==> config.mk <==
export PLATFORM = sky130hd
export DESIGN_NAME = ppm_strap_mux
export DESIGN_NICKNAME = d
export VERILOG_FILES = /design/src/ppm_pkg.sv /design/src/ppm_bus_holder.sv /design/src/ppm_strap_mux.sv
export VERILOG_INCLUDE_DIRS = /design/src
export SDC_FILE = /design/constraint.sdc
export NUM_CORES = 1
export LEC_CHECK = 0
export BUFFER_PORTS_ARGS = -buffer_cell sky130_fd_sc_hd__buf_2
export CAP_MARGIN = 40
export CELL_PAD_IN_SITES_DETAIL_PLACEMENT = 0
export CELL_PAD_IN_SITES_GLOBAL_PLACEMENT = 1
export CORE_ASPECT_RATIO = 0.7
export CORE_MARGIN = 4
export CORE_UTILIZATION = 39
export DETAILED_ROUTE_END_ITERATION = 7
export HOLD_SLACK_MARGIN = 0.15
export MAX_ROUTING_LAYER = met4
export PLACE_DENSITY_LB_ADDON = 0.1
export SLEW_MARGIN = 20
export SYNTH_ARGS = -nofsm -noshare
export SYNTH_HDL_FRONTEND = slang
export SYNTH_SLANG_ARGS = --single-unit
export TNS_END_PERCENT = 30
==> constraint.sdc <==
create_clock -name sys_clk -period 3.12 [get_ports sys_clk]
set_input_delay 0.468 -clock sys_clk [delete_from_list [all_inputs] [get_ports sys_clk]]
set_output_delay 0.468 -clock sys_clk [all_outputs]
set_load 0.05 [all_outputs]
==> src/ppm_params.svh <==
// Constants, register map and field layout for the parallel port strap mux
`ifndef PPM_PARAMS_SVH
`define PPM_PARAMS_SVH

`define PPM_HALF_W       16
`define PPM_ADDR_W       12
// Register byte offsets
`define PPM_OFS_BUSCTL   12'h000
`define PPM_OFS_STATUS   12'h004
`define PPM_OFS_PIO_OUT  12'h008
`define PPM_OFS_PIO_DIR  12'h00c
`define PPM_OFS_PIO_IN   12'h010
`define PPM_OFS_MEM_ADDR 12'h014
`define PPM_OFS_MEM_DATA 12'h018
// Bus control fields: holder enables
`define PPM_BIT_HOLD_ADDR 0
`define PPM_BIT_HOLD_DLO  1
`define PPM_BIT_HOLD_DHI  2
`define PPM_BUSCTL_RST    3'h7
// Memory data control: bit 16 define is unused; a MEM_DATA write drives data onto the bus in memory mode only
`define PPM_BIT_MEM_DRIVE 16
`define PPM_ZERO16        16'h0000
`define PPM_ZERO32        32'h0000_0000

`endif

==> src/ppm_pkg.sv <==
// Types shared by the parallel port strap mux
package ppm_pkg;
	typedef enum logic [1:0] {
		PPM_ST_RESET,
		PPM_ST_HOST,
		PPM_ST_MEM
	} ppm_mode_t;
endpackage : ppm_pkg

==> src/ppm_bus_holder.sv <==
// Bus holder model for one group of pins
`timescale 1ns/1ps
`include "ppm_params.svh"
module ppm_bus_holder
	import ppm_pkg::*;
#(
	parameter int W = `PPM_HALF_W
)
(
	// Clock and reset
	input  wire logic         sys_clk,
	input  wire logic         rst_n,
	// Pin side
	input  wire logic [W-1:0] pin_in,
	input  wire logic [W-1:0] pin_oe,
	input  wire logic         hold_en,
	// Held level and its enable
	output logic      [W-1:0] hold_val,
	output logic      [W-1:0] hold_oe
);
	typedef struct packed {
		logic [W-1:0] last;
	} ppm_hold_state_t;

	ppm_hold_state_t s_q;
	ppm_hold_state_t s_d;

	// Follows the wire whoever drives it, device or far side, so a released
	// line keeps the level that was last driven onto it
	always_comb
	begin
		s_d      = s_q;
		s_d.last = pin_in;
	end

	always_ff @(posedge sys_clk)
	begin
		if (!rst_n)
			s_q <= '0;
		else
			s_q <= s_d;
	end

	assign hold_val = s_q.last;
	assign hold_oe  = hold_en ? ~pin_oe : '0;
endmodule : ppm_bus_holder

==> src/ppm_strap_mux.sv <==
// Parallel port function select from a reset-time strap, with APB registers
//
// Implementation choices: the address map and register access over APB.
`timescale 1ns/1ps
`include "ppm_params.svh"
module ppm_strap_mux
	import ppm_pkg::*;
#(
	parameter int HW = `PPM_HALF_W
)
(
	// Clock and reset
	input  wire logic            sys_clk,
	input  wire logic            rst_n,
	// Strap
	input  wire logic            mode_strap_pin,
	// APB slave
	input  wire logic            psel,
	input  wire logic            penable,
	input  wire logic            pwrite,
	input  wire logic [11:0]     paddr,
	input  wire logic [31:0]     pwdata,
	output logic      [31:0]     prdata,
	output logic                 pready,
	output logic                 pslverr,
	// Address pins A[17:2]
	input  wire logic [HW-1:0]   addr_pin_i,
	output logic      [HW-1:0]   addr_pin_o,
	output logic      [HW-1:0]   addr_pin_oe,
	// Data pins D[31:16]
	input  wire logic [HW-1:0]   dhi_pin_i,
	output logic      [HW-1:0]   dhi_pin_o,
	output logic      [HW-1:0]   dhi_pin_oe,
	// Data pins D[15:0]
	input  wire logic [HW-1:0]   dlo_pin_i,
	output logic      [HW-1:0]   dlo_pin_o,
	output logic      [HW-1:0]   dlo_pin_oe,
	// Host port side
	output logic      [HW-1:0]   host_port_address_bus,
	output logic      [HW-1:0]   host_port_data_bus,
	input  wire logic [HW-1:0]   host_port_rd_data,
	input  wire logic            host_port_rd_en,
	output logic                 host_port_sel,
	output logic                 ext_mem_sel
);
	typedef struct packed {
		ppm_mode_t        mode;
		logic             strap;
		logic [2:0]       busctl;
		logic [HW-1:0]    pio_out;
		logic [HW-1:0]    pio_dir;
		logic [HW-1:0]    mem_addr;
		logic [2*HW-1:0]  mem_data;
		logic             mem_drive;
		logic [31:0]      rdata;
	} ppm_state_t;

	ppm_state_t s_q;
	ppm_state_t s_d;

	logic          acc;
	logic          wr_acc;
	logic          rd_acc;
	logic          hit;
	logic          is_host;
	logic          is_mem;
	logic [HW-1:0] a_oe_fn;
	logic [HW-1:0] a_o_fn;
	logic [HW-1:0] hi_oe_fn;
	logic [HW-1:0] hi_o_fn;
	logic [HW-1:0] lo_oe_fn;
	logic [HW-1:0] lo_o_fn;
	logic [HW-1:0] a_hv;
	logic [HW-1:0] a_hoe;
	logic [HW-1:0] hi_hv;
	logic [HW-1:0] hi_hoe;
	logic [HW-1:0] lo_hv;
	logic [HW-1:0] lo_hoe;

	assign acc     = psel && penable;
	assign wr_acc  = acc && pwrite;
	assign rd_acc  = acc && !pwrite;
	assign is_host = (s_q.mode == PPM_ST_HOST);
	assign is_mem  = (s_q.mode == PPM_ST_MEM);

	always_comb
	begin
		unique case (paddr)
			`PPM_OFS_BUSCTL, `PPM_OFS_STATUS, `PPM_OFS_PIO_OUT, `PPM_OFS_PIO_DIR,
			`PPM_OFS_PIO_IN, `PPM_OFS_MEM_ADDR, `PPM_OFS_MEM_DATA: hit = 1'b1;
			default: hit = 1'b0;
		endcase
	end

	// -------------------------------------------------------------
	// Next state
	// -------------------------------------------------------------
	always_comb
	begin
		s_d = s_q;
		// Strap is tracked only while reset is held; first edge out fixes mode
		if (s_q.mode == PPM_ST_RESET)
			s_d.mode = s_q.strap ? PPM_ST_MEM : PPM_ST_HOST;
		if (wr_acc)
		begin
			unique case (paddr)
				`PPM_OFS_BUSCTL:   s_d.busctl = pwdata[2:0];
				`PPM_OFS_PIO_OUT:  s_d.pio_out = pwdata[HW-1:0];
				`PPM_OFS_PIO_DIR:  s_d.pio_dir = pwdata[HW-1:0];
				`PPM_OFS_MEM_ADDR: s_d.mem_addr = pwdata[HW-1:0];
				`PPM_OFS_MEM_DATA:
				begin
					s_d.mem_data  = pwdata;
					s_d.mem_drive = 1'b1;
				end
				default: ;
			endcase
		end
		// A memory read releases the data bus so the device can answer
		if (rd_acc && paddr == `PPM_OFS_MEM_DATA)
			s_d.mem_drive = 1'b0;
		s_d.rdata = `PPM_ZERO32;
		if (psel && !penable && !pwrite)
		begin
			unique case (paddr)
				`PPM_OFS_BUSCTL:   s_d.rdata = {29'h0, s_q.busctl};
				`PPM_OFS_STATUS:   s_d.rdata = {30'h0, is_mem, is_host};
				`PPM_OFS_PIO_OUT:  s_d.rdata = {16'h0, s_q.pio_out};
				`PPM_OFS_PIO_DIR:  s_d.rdata = {16'h0, s_q.pio_dir};
				`PPM_OFS_PIO_IN:   s_d.rdata = {16'h0, dhi_pin_i};
				`PPM_OFS_MEM_ADDR: s_d.rdata = {16'h0, s_q.mem_addr};
				`PPM_OFS_MEM_DATA: s_d.rdata = {dhi_pin_i, dlo_pin_i};
				default:           s_d.rdata = `PPM_ZERO32;
			endcase
		end
	end

	// Reset values: function drives released, holders on and driving every pin, every direction input
	always_ff @(posedge sys_clk)
	begin
		if (!rst_n)
		begin
			s_q.mode      <= PPM_ST_RESET;
			s_q.busctl    <= `PPM_BUSCTL_RST;
			s_q.pio_out   <= `PPM_ZERO16;
			s_q.pio_dir   <= `PPM_ZERO16;
			s_q.mem_addr  <= `PPM_ZERO16;
			s_q.mem_data  <= `PPM_ZERO32;
			s_q.mem_drive <= 1'b0;
			s_q.rdata     <= `PPM_ZERO32;
			s_q.strap     <= mode_strap_pin; // clocked sample, not async
		end
		else
			s_q <= s_d;
	end

	// -------------------------------------------------------------
	// Pin function per mode
	// -------------------------------------------------------------
	always_comb
	begin
		a_oe_fn  = '0;
		a_o_fn   = '0;
		hi_oe_fn = '0;
		hi_o_fn  = '0;
		lo_oe_fn = '0;
		lo_o_fn  = '0;
		if (is_mem)
		begin
			a_oe_fn  = '1;
			a_o_fn   = s_q.mem_addr;
			hi_oe_fn = {HW{s_q.mem_drive}};
			hi_o_fn  = s_q.mem_data[2*HW-1:HW];
			lo_oe_fn = {HW{s_q.mem_drive}};
			lo_o_fn  = s_q.mem_data[HW-1:0];
		end
		else if (is_host)
		begin
			// Host owns D[15:0] direction; device drives its read data word there and pio_out on D[31:16] per pio_dir
			hi_oe_fn = s_q.pio_dir;
			hi_o_fn  = s_q.pio_out;
			lo_oe_fn = {HW{host_port_rd_en}};
			lo_o_fn  = host_port_rd_data;
		end
	end

	ppm_bus_holder #(.W(HW)) u_hold_a (
		.sys_clk (sys_clk),
		.rst_n   (rst_n),
		.pin_in  (addr_pin_i),
		.pin_oe  (a_oe_fn),
		.hold_en (s_q.busctl[`PPM_BIT_HOLD_ADDR]),
		.hold_val(a_hv),
		.hold_oe (a_hoe)
	);
	ppm_bus_holder #(.W(HW)) u_hold_hi (
		.sys_clk (sys_clk),
		.rst_n   (rst_n),
		.pin_in  (dhi_pin_i),
		.pin_oe  (hi_oe_fn),
		.hold_en (s_q.busctl[`PPM_BIT_HOLD_DHI]),
		.hold_val(hi_hv),
		.hold_oe (hi_hoe)
	);
	ppm_bus_holder #(.W(HW)) u_hold_lo (
		.sys_clk (sys_clk),
		.rst_n   (rst_n),
		.pin_in  (dlo_pin_i),
		.pin_oe  (lo_oe_fn),
		.hold_en (s_q.busctl[`PPM_BIT_HOLD_DLO]),
		.hold_val(lo_hv),
		.hold_oe (lo_hoe)
	);

	// Holder drive is weak in silicon; here it simply fills undriven lines
	assign addr_pin_oe = a_oe_fn | a_hoe;
	assign addr_pin_o  = (a_o_fn & a_oe_fn) | (a_hv & ~a_oe_fn);
	assign dhi_pin_oe  = hi_oe_fn | hi_hoe;
	assign dhi_pin_o   = (hi_o_fn & hi_oe_fn) | (hi_hv & ~hi_oe_fn);
	assign dlo_pin_oe  = lo_oe_fn | lo_hoe;
	assign dlo_pin_o   = (lo_o_fn & lo_oe_fn) | (lo_hv & ~lo_oe_fn);

	assign host_port_address_bus = is_host ? addr_pin_i : '0;
	assign host_port_data_bus    = is_host ? dlo_pin_i : '0;
	assign host_port_sel         = is_host;
	assign ext_mem_sel           = is_mem;

	assign pready  = 1'b1;
	assign pslverr = acc && !hit;
	assign prdata  = s_q.rdata;

	// -------------------------------------------------------------
	// Checks
	// -------------------------------------------------------------
	property p_host_addr_in;
		@(posedge sys_clk) disable iff (!rst_n) is_host |-> (a_oe_fn == '0);
	endproperty
	a_host_addr_in: assert property (p_host_addr_in) else $error("host addr driven");

	property p_mem_addr_out;
		@(posedge sys_clk) disable iff (!rst_n)
			$rose(is_mem) |-> (a_oe_fn == '1) && (addr_pin_o == '0);
	endproperty
	a_mem_addr_out: assert property (p_mem_addr_out) else $error("mem addr not 0");

	property p_reset_z;
		@(posedge sys_clk) !rst_n |=> (a_oe_fn == '0) && (hi_oe_fn == '0) && (lo_oe_fn == '0);
	endproperty
	a_reset_z: assert property (p_reset_z) else $error("pins driven in reset");

	property p_mode_fix;
		@(posedge sys_clk) disable iff (!rst_n)
			(s_q.mode == PPM_ST_RESET) |=> (is_mem == s_q.strap) && (is_host == !s_q.strap);
	endproperty
	a_mode_fix: assert property (p_mode_fix) else $error("mode not from strap");

	property p_mode_hold;
		@(posedge sys_clk) disable iff (!rst_n)
			(s_q.mode != PPM_ST_RESET) |=> $stable(s_q.mode);
	endproperty
	a_mode_hold: assert property (p_mode_hold) else $error("mode changed");

	property p_pio_in;
		@(posedge sys_clk) disable iff (!rst_n)
			$rose(is_host) |-> (hi_oe_fn == '0) && (lo_oe_fn == '0 || host_port_rd_en);
	endproperty
	a_pio_in: assert property (p_pio_in) else $error("host data not input");

	property p_mem_data_in;
		@(posedge sys_clk) disable iff (!rst_n)
			$rose(is_mem) |-> (hi_oe_fn == '0) && (lo_oe_fn == '0);
	endproperty
	a_mem_data_in: assert property (p_mem_data_in) else $error("mem data not input");

	property p_holder_rst;
		@(posedge sys_clk) $rose(rst_n) |-> s_q.busctl == `PPM_BUSCTL_RST;
	endproperty
	a_holder_rst: assert property (p_holder_rst) else $error("holders off at reset");

	property p_host_word;
		@(posedge sys_clk) disable iff (!rst_n)
			is_host && host_port_rd_en |-> (dlo_pin_oe == '1) && (dlo_pin_o == host_port_rd_data);
	endproperty
	a_host_word: assert property (p_host_word) else $error("host word wrong");

	property p_host_lo;
		@(posedge sys_clk) disable iff (!rst_n)
			is_host && !host_port_rd_en |-> lo_oe_fn == '0;
	endproperty
	a_host_lo: assert property (p_host_lo) else $error("host data driven");

	property p_hold_keep;
		@(posedge sys_clk) disable iff (!rst_n)
			s_q.busctl[`PPM_BIT_HOLD_DLO] && $fell(lo_oe_fn[0]) |-> dlo_pin_oe[0]
				&& dlo_pin_o[0] == $past(dlo_pin_i[0]);
	endproperty
	a_hold_keep: assert property (p_hold_keep) else $error("holder lost level");

	property p_mem_data_map;
		@(posedge sys_clk) disable iff (!rst_n)
			is_mem && s_q.mem_drive |-> dhi_pin_o == s_q.mem_data[31:16]
				&& dlo_pin_o == s_q.mem_data[15:0];
	endproperty
	a_mem_data_map: assert property (p_mem_data_map) else $error("mem data map");

	c_host: cover property (@(posedge sys_clk) $rose(is_host));
	c_mem: cover property (@(posedge sys_clk) $rose(is_mem));
	c_hold_off: cover property (@(posedge sys_clk) rst_n && s_q.busctl == 3'h0);
	c_mem_wr: cover property (@(posedge sys_clk) is_mem && s_q.mem_drive);
endmodule : ppm_strap_mux

## Word level (Yosys, flattened, before mapping)

Cells that the tools add are included.

- Output and inout port bits: 164
- Register bits: 167
- Word-level logic and storage cells: 74
- Input bits: 115

- Bitwise gates (word level): 16
- Reductions and logical operators: 20
- Equality and inequality tests: 8
- Muxes and demuxes: 18

Operator list:

| kind | count |
|---|---|
| 16-bit two-way mux | 15 |
| 32-bit one-hot mux with 7 select lines | 1 |
| 16-bit AND | 6 |
| 16-bit bitwise OR | 6 |
| 16-bit NOT | 3 |
| 12-bit by 5-bit equality test with 1-bit output (second input constant) | 3 |
| 12-bit by 4-bit equality test with 1-bit output (second input constant) | 2 |
| 12-bit by 3-bit equality test with 1-bit output (second input constant) | 1 |
| 12-bit zero test | 1 |
| 2-bit AND reduction | 6 |
| 1-bit logical AND | 7 |
| 7-bit OR reduction | 1 |
| 1-bit zero test | 3 |
| 2-bit by 1-bit equality test with 1-bit output (second input constant) | 1 |
| 2-bit equality test (second input constant) | 1 |
| 2-bit zero test | 1 |
| 2-bit two-way mux | 1 |
| 2-bit OR reduction | 1 |
| 1-bit two-way mux | 1 |
| 1-bit NOT | 1 |

## Logic depth before layout (Yosys ltp)

Gate-level depths: netlist (run 1).

- Word-level depth: 6
- Mapped depth: 6

## Hierarchy

A second synthesis (run 1) with hierarchy kept.

- Cells, all modules: 912
- Area, all modules: 8434.3 sq um

By module, submodules not included:

| module | seq. area each (sq um) | area each (sq um) | times used | cells an instance |
|---|---|---|---|---|
| ppm_strap_mux | 2392.3 | 6591.3 | 1 | 762 |
| ppm_bus_holder | 320.3 | 614.3 | 3 | 50 |

## Worst setup path before layout (run 1)

Ideal clock, no wire load.

- Path kind: reg2out
- Start point: register s_q[118] in the netlist's numbering
- End point: output port dlo_pin_o[10]
- Buffers on the path: 2
- Arrival time: 2.759 ns
- Cell stages (with the launch flop): 6
- Data required time: 2.652 ns
- Slack: -0.107 ns
- Cells stage by stage: dfxtp_1 > nor2b_1 > buf_1 > clkbuf_1 > a22oi_1 > o21ai_0

- Elaborated cells on any way between the ends: 10
- Those cells by class: eq/ne (2); mux (4); bitwise (4)

RTL lines:

| element | RTL line | RTL |
|---|---|---|
| start, declared | ppm_strap_mux.sv:58 | `ppm_state_t s_q;` |
| 2-bit equality test (*) | ppm_strap_mux.sv:84 | `assign is_mem = (s_q.mode == PPM_ST_MEM);` |
| named net ext_mem_sel | ppm_strap_mux.sv:44 | `output logic ext_mem_sel` |
| 16-bit two-way mux | ppm_strap_mux.sv:168 | `if (is_mem)` |
| 16-bit NOT | ppm_strap_mux.sv:221 | `assign dlo_pin_o = (lo_o_fn & lo_oe_fn) \| (lo_hv & ~lo_oe_fn);` |
| 16-bit AND | ppm_strap_mux.sv:221 |  |
| 16-bit bitwise OR (*) | ppm_strap_mux.sv:221 |  |
| end, declared | ppm_strap_mux.sv:36 | `output logic [HW-1:0] dlo_pin_o,` |

Mark *: on every way through the listed nets, which the timed path passes. The rest lies on a longest branch.

## Worst setup path after layout (run 1)

- Start point: register s_q[118] in the netlist's numbering
- End point: output port dlo_pin_o[0]

- Cells in the longest elaborated chain, start to end: 6
- Elaborated cells on any way between the ends: 10
- Those cells by class: eq/ne (2); mux (4); bitwise (4)

Ends and longest elaborated chain:

| element | RTL line | RTL |
|---|---|---|
| 2-bit by 1-bit equality test with 1-bit output | ppm_strap_mux.sv:83 | `assign is_host = (s_q.mode == PPM_ST_HOST);` |
| 16-bit two-way mux | ppm_strap_mux.sv:177 | `else if (is_host)` |
| 16-bit two-way mux | ppm_strap_mux.sv:168 |  |
| 16-bit NOT | ppm_strap_mux.sv:221 |  |
| 16-bit AND | ppm_strap_mux.sv:221 |  |
| 16-bit bitwise OR (*) | ppm_strap_mux.sv:221 |  |

Every way passes the cells marked *; elsewhere a longest branch is shown, timed or not.

==> results.yml, run 1 <==
sta:
  rsz0062_at_grt: "false"
  worstMarginPinSlew_ps: 659.3
  worst_slew_margin_rel_pct: 56.04
  max_freq_ghz: 0.3592
  period_share_pct: 89.24
  finalWorstSetupSlack_ps: 335.8
  finClkSkew_ps: 5.786
  hold_violations: 0
  period_minus_slack_ps: 2784
  finalMaxSlewViolations: 0
  setup_viol: 0
flow_run:
  maxCapViolations: 0
clock_tree:
  post_cts_buffers: 0
  worst_setup_hold_path_clk_slew_ps: 70
  h-tree-depth: 4
  cts_buffers: 17
  clkSinkCount: 167
  clockBufferDepth: 2
  cts_tree: "yes"
  clock_latency_ps: 430
  cts_resized: 0
  cts_hold_buf: 0
  root_buffer: "clkbuf_16"
global_route:
  track_usage_pct: 25.91
  grt_max_degree: 54
  grt_pass1_vias: 6663
  grt_pass1_wl_mm: 42.39
  grt_antenna_before_repair: 4
  grt-ovfl-total: 0
routing:
  first_iter_violations: 790
  vias: 7307
  routed_wl_mm: 29.26
  wl_per_cell_um: 20.96
  vias_per_cell: 5.234
  firstDrtPassIters: 7
  drc: 0
  postRouteAntennaNets: 0
synthesis:
  synthCells: 925
  synth.avg_cell_area_um2: 8.491
  synth_flop_cell: "dfxtp_1"
  synth_edf_count: 1
  async_flop_share_pct: 0
  synth-seq-area-share_pct: 42.70
  yosys_warnings: 0
  synth_nets: 1040
  yosysUniqueCellTypes: 45
  synth-seq-cells: 167
  syn-cell-area_mm2: 0.007854
die:
  die_w_um: 177.6
  start_util_pct: 39.67
  io_pins: 279
  rows: 43
  die_y_um: 126.7
  core_mm2: 0.01980
  die-area_mm2: 0.02251
setup_path:
  max_stage_delay_ps: 470
  cp_slowest_cell: "a22oi_1"
  cp_max_fo: 26
  crit_required_ps: 2650
  end_kind: "output port"
  critPathArrivalTime_ps: 2320
  crit_chain: "nor2b_4 -> a22oi_1 -> buf_4 -> nand2_1 -> o21ai_0 -> buf_2"
  worst-setup-path-type: "reg -> out"
  startpoint_type: "register"
place:
  dpl.hpwl_mm: 21.62
  dpl_worst_slack_ps: 567.9
  place.gp.congestion: 0.9336
  io_buffers: 277
min_path:
  hp-class: "in -> reg"
cells_and_area:
  register_area_mm2: 0.003353
  fill_cells: 2013
  drive_above_1_share_pct: 33.01
  synthToLayoutAreaGrowth_pct: 23.00
  multi_input_area_mm2: 0.003729
  utilization_pct: 48.79
  nNetsFinal: 1226
pwr:
  power_density_mw_per_mm2: 523.9
  p_leak_nw: 4.037
  irDropWorstVdd_uv: 339.8
run_status:
  status: "completed"
==> power breakdown <==
part	internal [W]	leakage [nW]	switching, W
logic	0.000205	2.39	0.000512
registers	0.00217	1.36	0.0000165
clock network	0.00126	0.283	0.000902
==> worst max-delay path, delay by kind of cell (launching register included) <==
kind / cells / cell delay (ps)
buf+inv: 2 / 640
compound gates: 2 / 570
flops: 1 / 360
simple gates: 2 / 300
==> per-layer routing <==
metal	part of all wire (%)	wire (um)	track usage, %
met5	0	0	-
met4	1.1	312	5.091
met3	9.5	2790	6.345
met2	39	11420	33.03
met1	50	14740	40.64
==> registers in the layout (all words and copies together) (netlist names) <==
name,cells
s_q,86
prdata,32
u_hold_a.hold_val,16
u_hold_hi.hold_val,16
u_hold_lo.hold_val,16
s_d,1
==> path summary, 6_finish.rpt <==
| kind | slack, ps | cells after the start | endpoint | from |
|---|---|---|---|---|
| setup reg to reg | 1600 | 5 | prdata[0] | s_q[117] |
| setup / recovery | 340 | 6 | dlo_pin_o[0] | s_q[118] |
| hold reg to reg | 470 | 2 | s_q[56] | s_q[56] |
| hold / removal | 210 | 1 | s_d[116] | mode_strap_pin |
==> through the flow <==
step | TNS [ps] | power (W) | instance area [um^2] | cells | hold slack [ps]
final | 0 | 0.005062 | 9661 | 1396 | 214.3
after global routing | 0 | 0.005221 | 9661 | 1396 | 199.1
after CTS | 0 | 0.005080 | 9656 | 1394 | 202.9
after detailed placement | 0 | 0.002948 | 9067 | 1362 | 465.7
after global placement | 0 | 0.002947 | 9047 | 1361 | 459.7
after floorplan | -643.8 | 0.002681 | 7854 | 925 | 445.5
==> cell usage in the layout, fill, tap and decap left out, types with 4 or more instances in the layout <==
cell	count
a22oi_1	27
buf_12	4
o2bb2ai_1	9
clkinv_2	5
o21ai_0	66
mux2i_1	45
mux2_2	31
nand3_1	52
dfxtp_1	166
nor2_1	21
inv_1	6
clkbuf_16	17
buf_2	275
o22ai_1	16
o21ai_1	5
a21oi_1	93
and2_1	102
nand2_1	107
and3_1	6
nand4_1	6
buf_4	22
==> synth_stat cells (2+ instances only) <==
master	instances	area share [%]
clkbuf_1	58	2.8
buf_4	65	6.2
nor2b_1	4	0.32
buf_1	5	0.24
o2bb2ai_1	9	1.0
a22oi_1	27	2.6
and2_1	102	8.1
a31oi_1	2	0.16
mux2_2	31	4.4
o22ai_1	16	1.3
o211ai_1	3	0.29
or4_4	2	0.29
clkbuf_2	2	0.13
nand3_1	52	3.3
nor4_1	2	0.16
mux2i_1	45	5.7
dfxtp_1	166	42
nand2_1	107	5.1
inv_1	6	0.29
o21ai_0	68	4.3
o21ai_1	3	0.19
nand2b_1	2	0.16
buf_6	2	0.29
nand4_1	6	0.48
nand3b_1	2	0.19
and3_1	6	0.48
a21oi_1	93	5.9
buf_2	2	0.13
nor2_1	21	1.0
==> area by class of cell <==
cell class                      instances  share of cell area (%)
Clock buffer                           19                   4.481
Clock inverter                         13                   1.606
Multi-Input combinational cell        617                   38.60
Sequential cell                       167                   34.71
Antenna cell                            2                 0.05181
Inverter                                7                  0.2720
Timing Repair Buffer                  301                   16.79
Tap cell                              270                   3.497
==> cell families after synthesis <==
group | after synthesis | share of synthesized area (%)
mux | 76 | 10.18
simple gates | 316 | 20.87
other cells | 1 | 0.04775
flops | 167 | 42.70
buf+inv | 141 | 10.10
compound gates | 224 | 16.11
(Power assumes the default switching activity.)
==> inputs of run 2 (changes only) <==
- REMOVE_ABC_BUFFERS: unset -> 1
==> run 2 against run 1 <==
Net effect: worst setup slack worse by 84 ps; register-to-register slack worse by 250 ps; highest routed layer unchanged; clock skew is 0.75 ps higher; global-route usage is 1.3 points lower; sequential cell count stayed put; combinational power is 1% lower; critical path type unchanged; power is 0.17% lower.
==> results.yml, run 2 (synthesized netlist as in run 1, its figures left out) <==
cells_and_area:
  final_area_mm2: 0.009731
  diodes: 0
  nNetsFinal: 1237
  largest_register_ffs: 86
  multi_input_area_mm2: 0.003740
  synthToLayoutAreaGrowth_pct: 23.90
  fill_cells: 2014
  utilization_pct: 49.15
  regMostFlops: "s_q"
  register_area_mm2: 0.003353
  final_common_cell: "buf_2"
  drive_above_1_share_pct: 34.10
  final_cells: 1405
  layout_common_cells: "buf_2 (276), dfxtp_1 (166), nand2_1 (107)"
clock_tree:
  cts_hold_buf: 0
  clkSinkCount: 167
  h-tree-depth: 4
  cts_resized: 0
  clock_latency_ps: 430
  worst_setup_hold_path_clk_slew_ps: 70
  clockBufferDepth: 2
  cts_tree: "yes"
  cts_buffers: 17
  post_cts_buffers: 0
  root_buffer: "clkbuf_16"
setup_path:
  crit_start: "s_q[118]"
  crit_required_ps: 2650
  cp_max_fo: 18
  r2r_start: "s_q[118]"
  startpoint_type: "register"
  crit_end: "dhi_pin_o[14]"
  max_stage_delay_ps: 480
  critPathTopFamily: "simple AND/OR/NAND/NOR gates"
  cp_num_cells: 5
  critPathArrivalTime_ps: 2400
  rr_worst_depth: 5
  end_kind: "output port"
  crit_chain: "nor2b_4 -> nand2_1 -> buf_4 -> a21oi_1 -> buf_2"
  rrSetupSlack_ps: 1350
  cp_slowest_cell: "nor2b_4"
  cp_num_buf_inv: 2
  r2r_end: "prdata[1]"
  worst-setup-path-type: "reg -> out"
die:
  start_util_pct: 39.67
  core_mm2: 0.01980
  die-area_mm2: 0.02251
  io_pins: 279
  die_y_um: 126.7
  die_w_um: 177.6
  rows: 43
pwr:
  sequentialPowerShare_pct: 43.2
  p_leak_nw: 4.089
  irDropWorstVdd_uv: 370.8
  swShare_pct: 28.62
  clockPowerShare_pct: 42.8
  power_density_mw_per_mm2: 519.3
  p_switching_w: 0.001446
  pwr-share-comb_pct: 14.0
  p_int_w: 0.003607
sta:
  worst_slew_margin_rel_pct: 50.60
  holdWs_ps: 244.6
  max_freq_ghz: 0.3487
  hold_violations: 0
  rsz0062_at_grt: "false"
  setup_viol: 0
  worstMarginPinSlew_ps: 740.9
  finalWorstSetupSlack_ps: 252.1
  period_share_pct: 91.92
  finalMaxSlewViolations: 0
  period_minus_slack_ps: 2868
  finClkSkew_ps: 6.531
routing:
  wl_per_cell_um: 19.44
  first_iter_violations: 503
  routed_wl_mm: 27.31
  vias: 7282
  postRouteAntennaNets: 0
  vias_per_cell: 5.183
  firstDrtPassIters: 4
  drc: 0
flow_run:
  maxCapViolations: 0
global_route:
  track_usage_pct: 24.58
  grt_pass1_vias: 7063
  grt_pass1_wl_mm: 41.57
  grt-ovfl-total: 0
  grt_max_degree: 69
  grt_antenna_before_repair: 0
place:
  place.gp.congestion: 0.8444
  dp_cells: 1373
  dpl.hpwl_mm: 18.91
  dpl_cell_area_mm2: 0.009134
  io_buffers: 277
  dpl_worst_slack_ps: 606.7
run_status:
  status: "completed"
min_path:
  hp-class: "in -> reg"
  whs_path_depth: 2
run 2: worst register-to-register path: cells and delay by family (launching register included):
kind / cells / cell delay [ps]
AOI/OAI and AO/OA: 2 / 280
DFF: 1 / 410
and+or+nand+nor: 2 / 640
buffers and inverters: 1 / 360
run 2: stage by stage:
stage          setup TNS, ps  total power (W)
3_5_place_dp               0         0.002939
5_1_grt                    0         0.005226
4_1_cts                    0         0.005097
2_1_floorplan        -337860         0.002646
6_report                   0         0.005053
3_3_place_gp               0         0.002937
run 2: worst min-delay path by stage:
stage	start	endpoint
3_5_place_dp	s_q[49]	s_q[49]
6_report	addr_pin_i[9]	u_hold_a.hold_val[9]
4_1_cts	addr_pin_i[9]	u_hold_a.hold_val[9]
5_1_grt	mode_strap_pin	s_d[116]
2_1_floorplan	s_q[100]	s_q[100]
3_3_place_gp	s_q[100]	s_q[100]
run 2: final cells by class:
type	instances	share of cell area, %
clock buffers	19	4.655
repair buffers	312	17.23
inverters	7	0.2700
well taps	270	3.472
multi-input cells	617	38.43
clock inverters	13	1.479
flip-flops and latches	167	34.46
run 2: power groups by stage:
stage	Clock, W	Sequential, W	Combinational (W)
6_report	0.00216	0.00218	0.000707
5_1_grt	0.00229	0.00218	0.000756
4_1_cts	0.00221	0.00218	0.000710
3_5_place_dp	0	0.00223	0.000708
3_3_place_gp	0	0.00223	0.000707
2_1_floorplan	0	0.00223	0.000420
run 2: metal layers:
| metal | vias to the layer above | GRT usage (%) | share of wire, % |
|---|---|---|---|
| li1 | 3526 | - | - |
| met1 | 3461 | 34.29 | 48 |
| met2 | 267 | 36.52 | 43 |
| met3 | 28 | 5.719 | 7.0 |
| met4 | 0 | 5.227 | 1.2 |
| met5 | - | - | 0 |
==> inputs of run 3 (changes only) <==
- CORE_UTILIZATION: 39 -> 38
==> run 3 against run 2 <==
Net effect: first-iteration DRC count increased by 13%; final area about the same; critical endpoint is now dhi_pin_o[1]; clock-buffer cell count increased by 1; worst setup slack improved by 150 ps; critical path type unchanged.
==> results.yml, run 3 (synthesized netlist as in run 1, its figures left out) <==
run_status:
  status: "completed"
clock_tree:
  post_cts_buffers: 0
  cts_resized: 0
  root_buffer: "clkbuf_16"
  clkSinkCount: 167
  cts_buffers: 17
  cts_hold_buf: 0
  clockBufferDepth: 2
  cts_tree: "yes"
  clock_latency_ps: 420
  worst_setup_hold_path_clk_slew_ps: 70
  h-tree-depth: 4
pwr:
  irDropWorstVdd_uv: 329.2
  power_density_mw_per_mm2: 506.9
  p_leak_nw: 4.071
flow_run:
  maxCapViolations: 0
routing:
  drc: 0
  postRouteAntennaNets: 0
  routed_wl_mm: 27.88
  wl_per_cell_um: 19.82
  first_iter_violations: 568
  vias_per_cell: 5.128
  firstDrtPassIters: 5
  vias: 7215
cells_and_area:
  layout_common_cells: "buf_2 (276), dfxtp_1 (166), nand2_1 (107)"
  final_common_cell: "buf_2"
  nNetsFinal: 1237
  synthToLayoutAreaGrowth_pct: 23.86
  regMostFlops: "s_q"
  largest_register_ffs: 86
  final_cells: 1407
  utilization_pct: 48.48
  drive_above_1_share_pct: 33.92
die:
  start_util_pct: 39.14
  die-area_mm2: 0.02307
  die_y_um: 128.3
  io_pins: 279
  rows: 43
  core_mm2: 0.02007
  die_w_um: 179.8
setup_path:
  crit_required_ps: 2650
  startpoint_type: "register"
  cp_max_fo: 20
  crit_chain: "nor2b_4 -> nand2_1 -> buf_12 -> a21oi_1 -> buf_2"
  end_kind: "output port"
  worst-setup-path-type: "reg -> out"
  cp_slowest_cell: "dfxtp_1"
  critPathArrivalTime_ps: 2240
  max_stage_delay_ps: 420
sta:
  worst_slew_margin_rel_pct: 51.88
  worstMarginPinSlew_ps: 721.9
  period_share_pct: 86.95
  setup_viol: 0
  finClkSkew_ps: 12.09
  rsz0062_at_grt: "false"
  finalMaxSlewViolations: 0
  max_freq_ghz: 0.3686
  period_minus_slack_ps: 2713
  hold_violations: 0
global_route:
  grt_antenna_before_repair: 2
  track_usage_pct: 24.11
  grt-ovfl-total: 0
  grt_pass1_wl_mm: 41.95
  grt_max_degree: 75
  grt_pass1_vias: 6974
place:
  place.gp.congestion: 0.7860
  io_buffers: 277
  dp_cells: 1372
  dpl.hpwl_mm: 18.81
min_path:
  hp-class: "in -> reg"
## run 3: cell types whose count changed in the layout (fill, tap and decap cells not counted), sizes merged
cell,delta
clkbuf,+1
diode,+2
inv,-1
clkinv,-2
bufinv,-1
clkinvlp,+3
## run 3: path summary, 6_finish.rpt
kind	start	end	slack (ps)	cells past startpoint
worst max-delay path	s_q[118]	dhi_pin_o[1]	410	5
worst min-delay path	addr_pin_i[11]	u_hold_a.hold_val[11]	250	2
worst max register to register	s_q[117]	prdata[0]	1500	5
worst min register to register	s_q[53]	s_q[53]	480	2
## run 3: metal layers
layer | GRT usage [%] | wire (um)
met5 | - | 0
met4 | 4.210 | 137
met3 | 5.303 | 1896
met2 | 35.70 | 12350
met1 | 34.32 | 13500
## run 3: through the flow
stage          setup WS, ps  hold WS (ps)  power [W]  TNS (ps)  cell area [um^2]
2_1_floorplan         -7548         445.5   0.002646   -337860              7087
3_3_place_gp          514.1         458.0   0.002935         0              9119
3_5_place_dp          501.2         466.8   0.002938         0              9146
4_1_cts               197.7         225.3   0.004980         0              9712
5_1_grt               241.9         229.8   0.005100         0              9728
6_report              407.1         248.2   0.004932         0              9728
## run 3: layout make-up
class                   instances  area [um^2]
multi-input cells             617         3740
clock inverters                12        118.9
clock buffers                  20        446.7
inverters                       7        26.28
repair buffers                312         1700
well taps                     270        337.8
flip-flops and latches        167         3353
diodes                          2        5.005
fillers                      2042        10340
## run 3: critical path, delay by kind of cell, from the launching register on
kind	cells	cell delay [ps]
buffers and inverters	2	620
and+or+nand+nor	2	600
DFF	1	420
AOI/OAI and AO/OA	1	190
## run 3: where the power goes
part / internal [W] / leakage [nW] / switching, W / total (W)
clock: 0.00113 / 0.256 / 0.000912 / 0.00204
sequential: 0.00217 / 1.36 / 0.0000117 / 0.00218
combinational: 0.000206 / 2.45 / 0.000502 / 0.000708
total: 0.00351 / 4.07 / 0.00143 / 0.00493
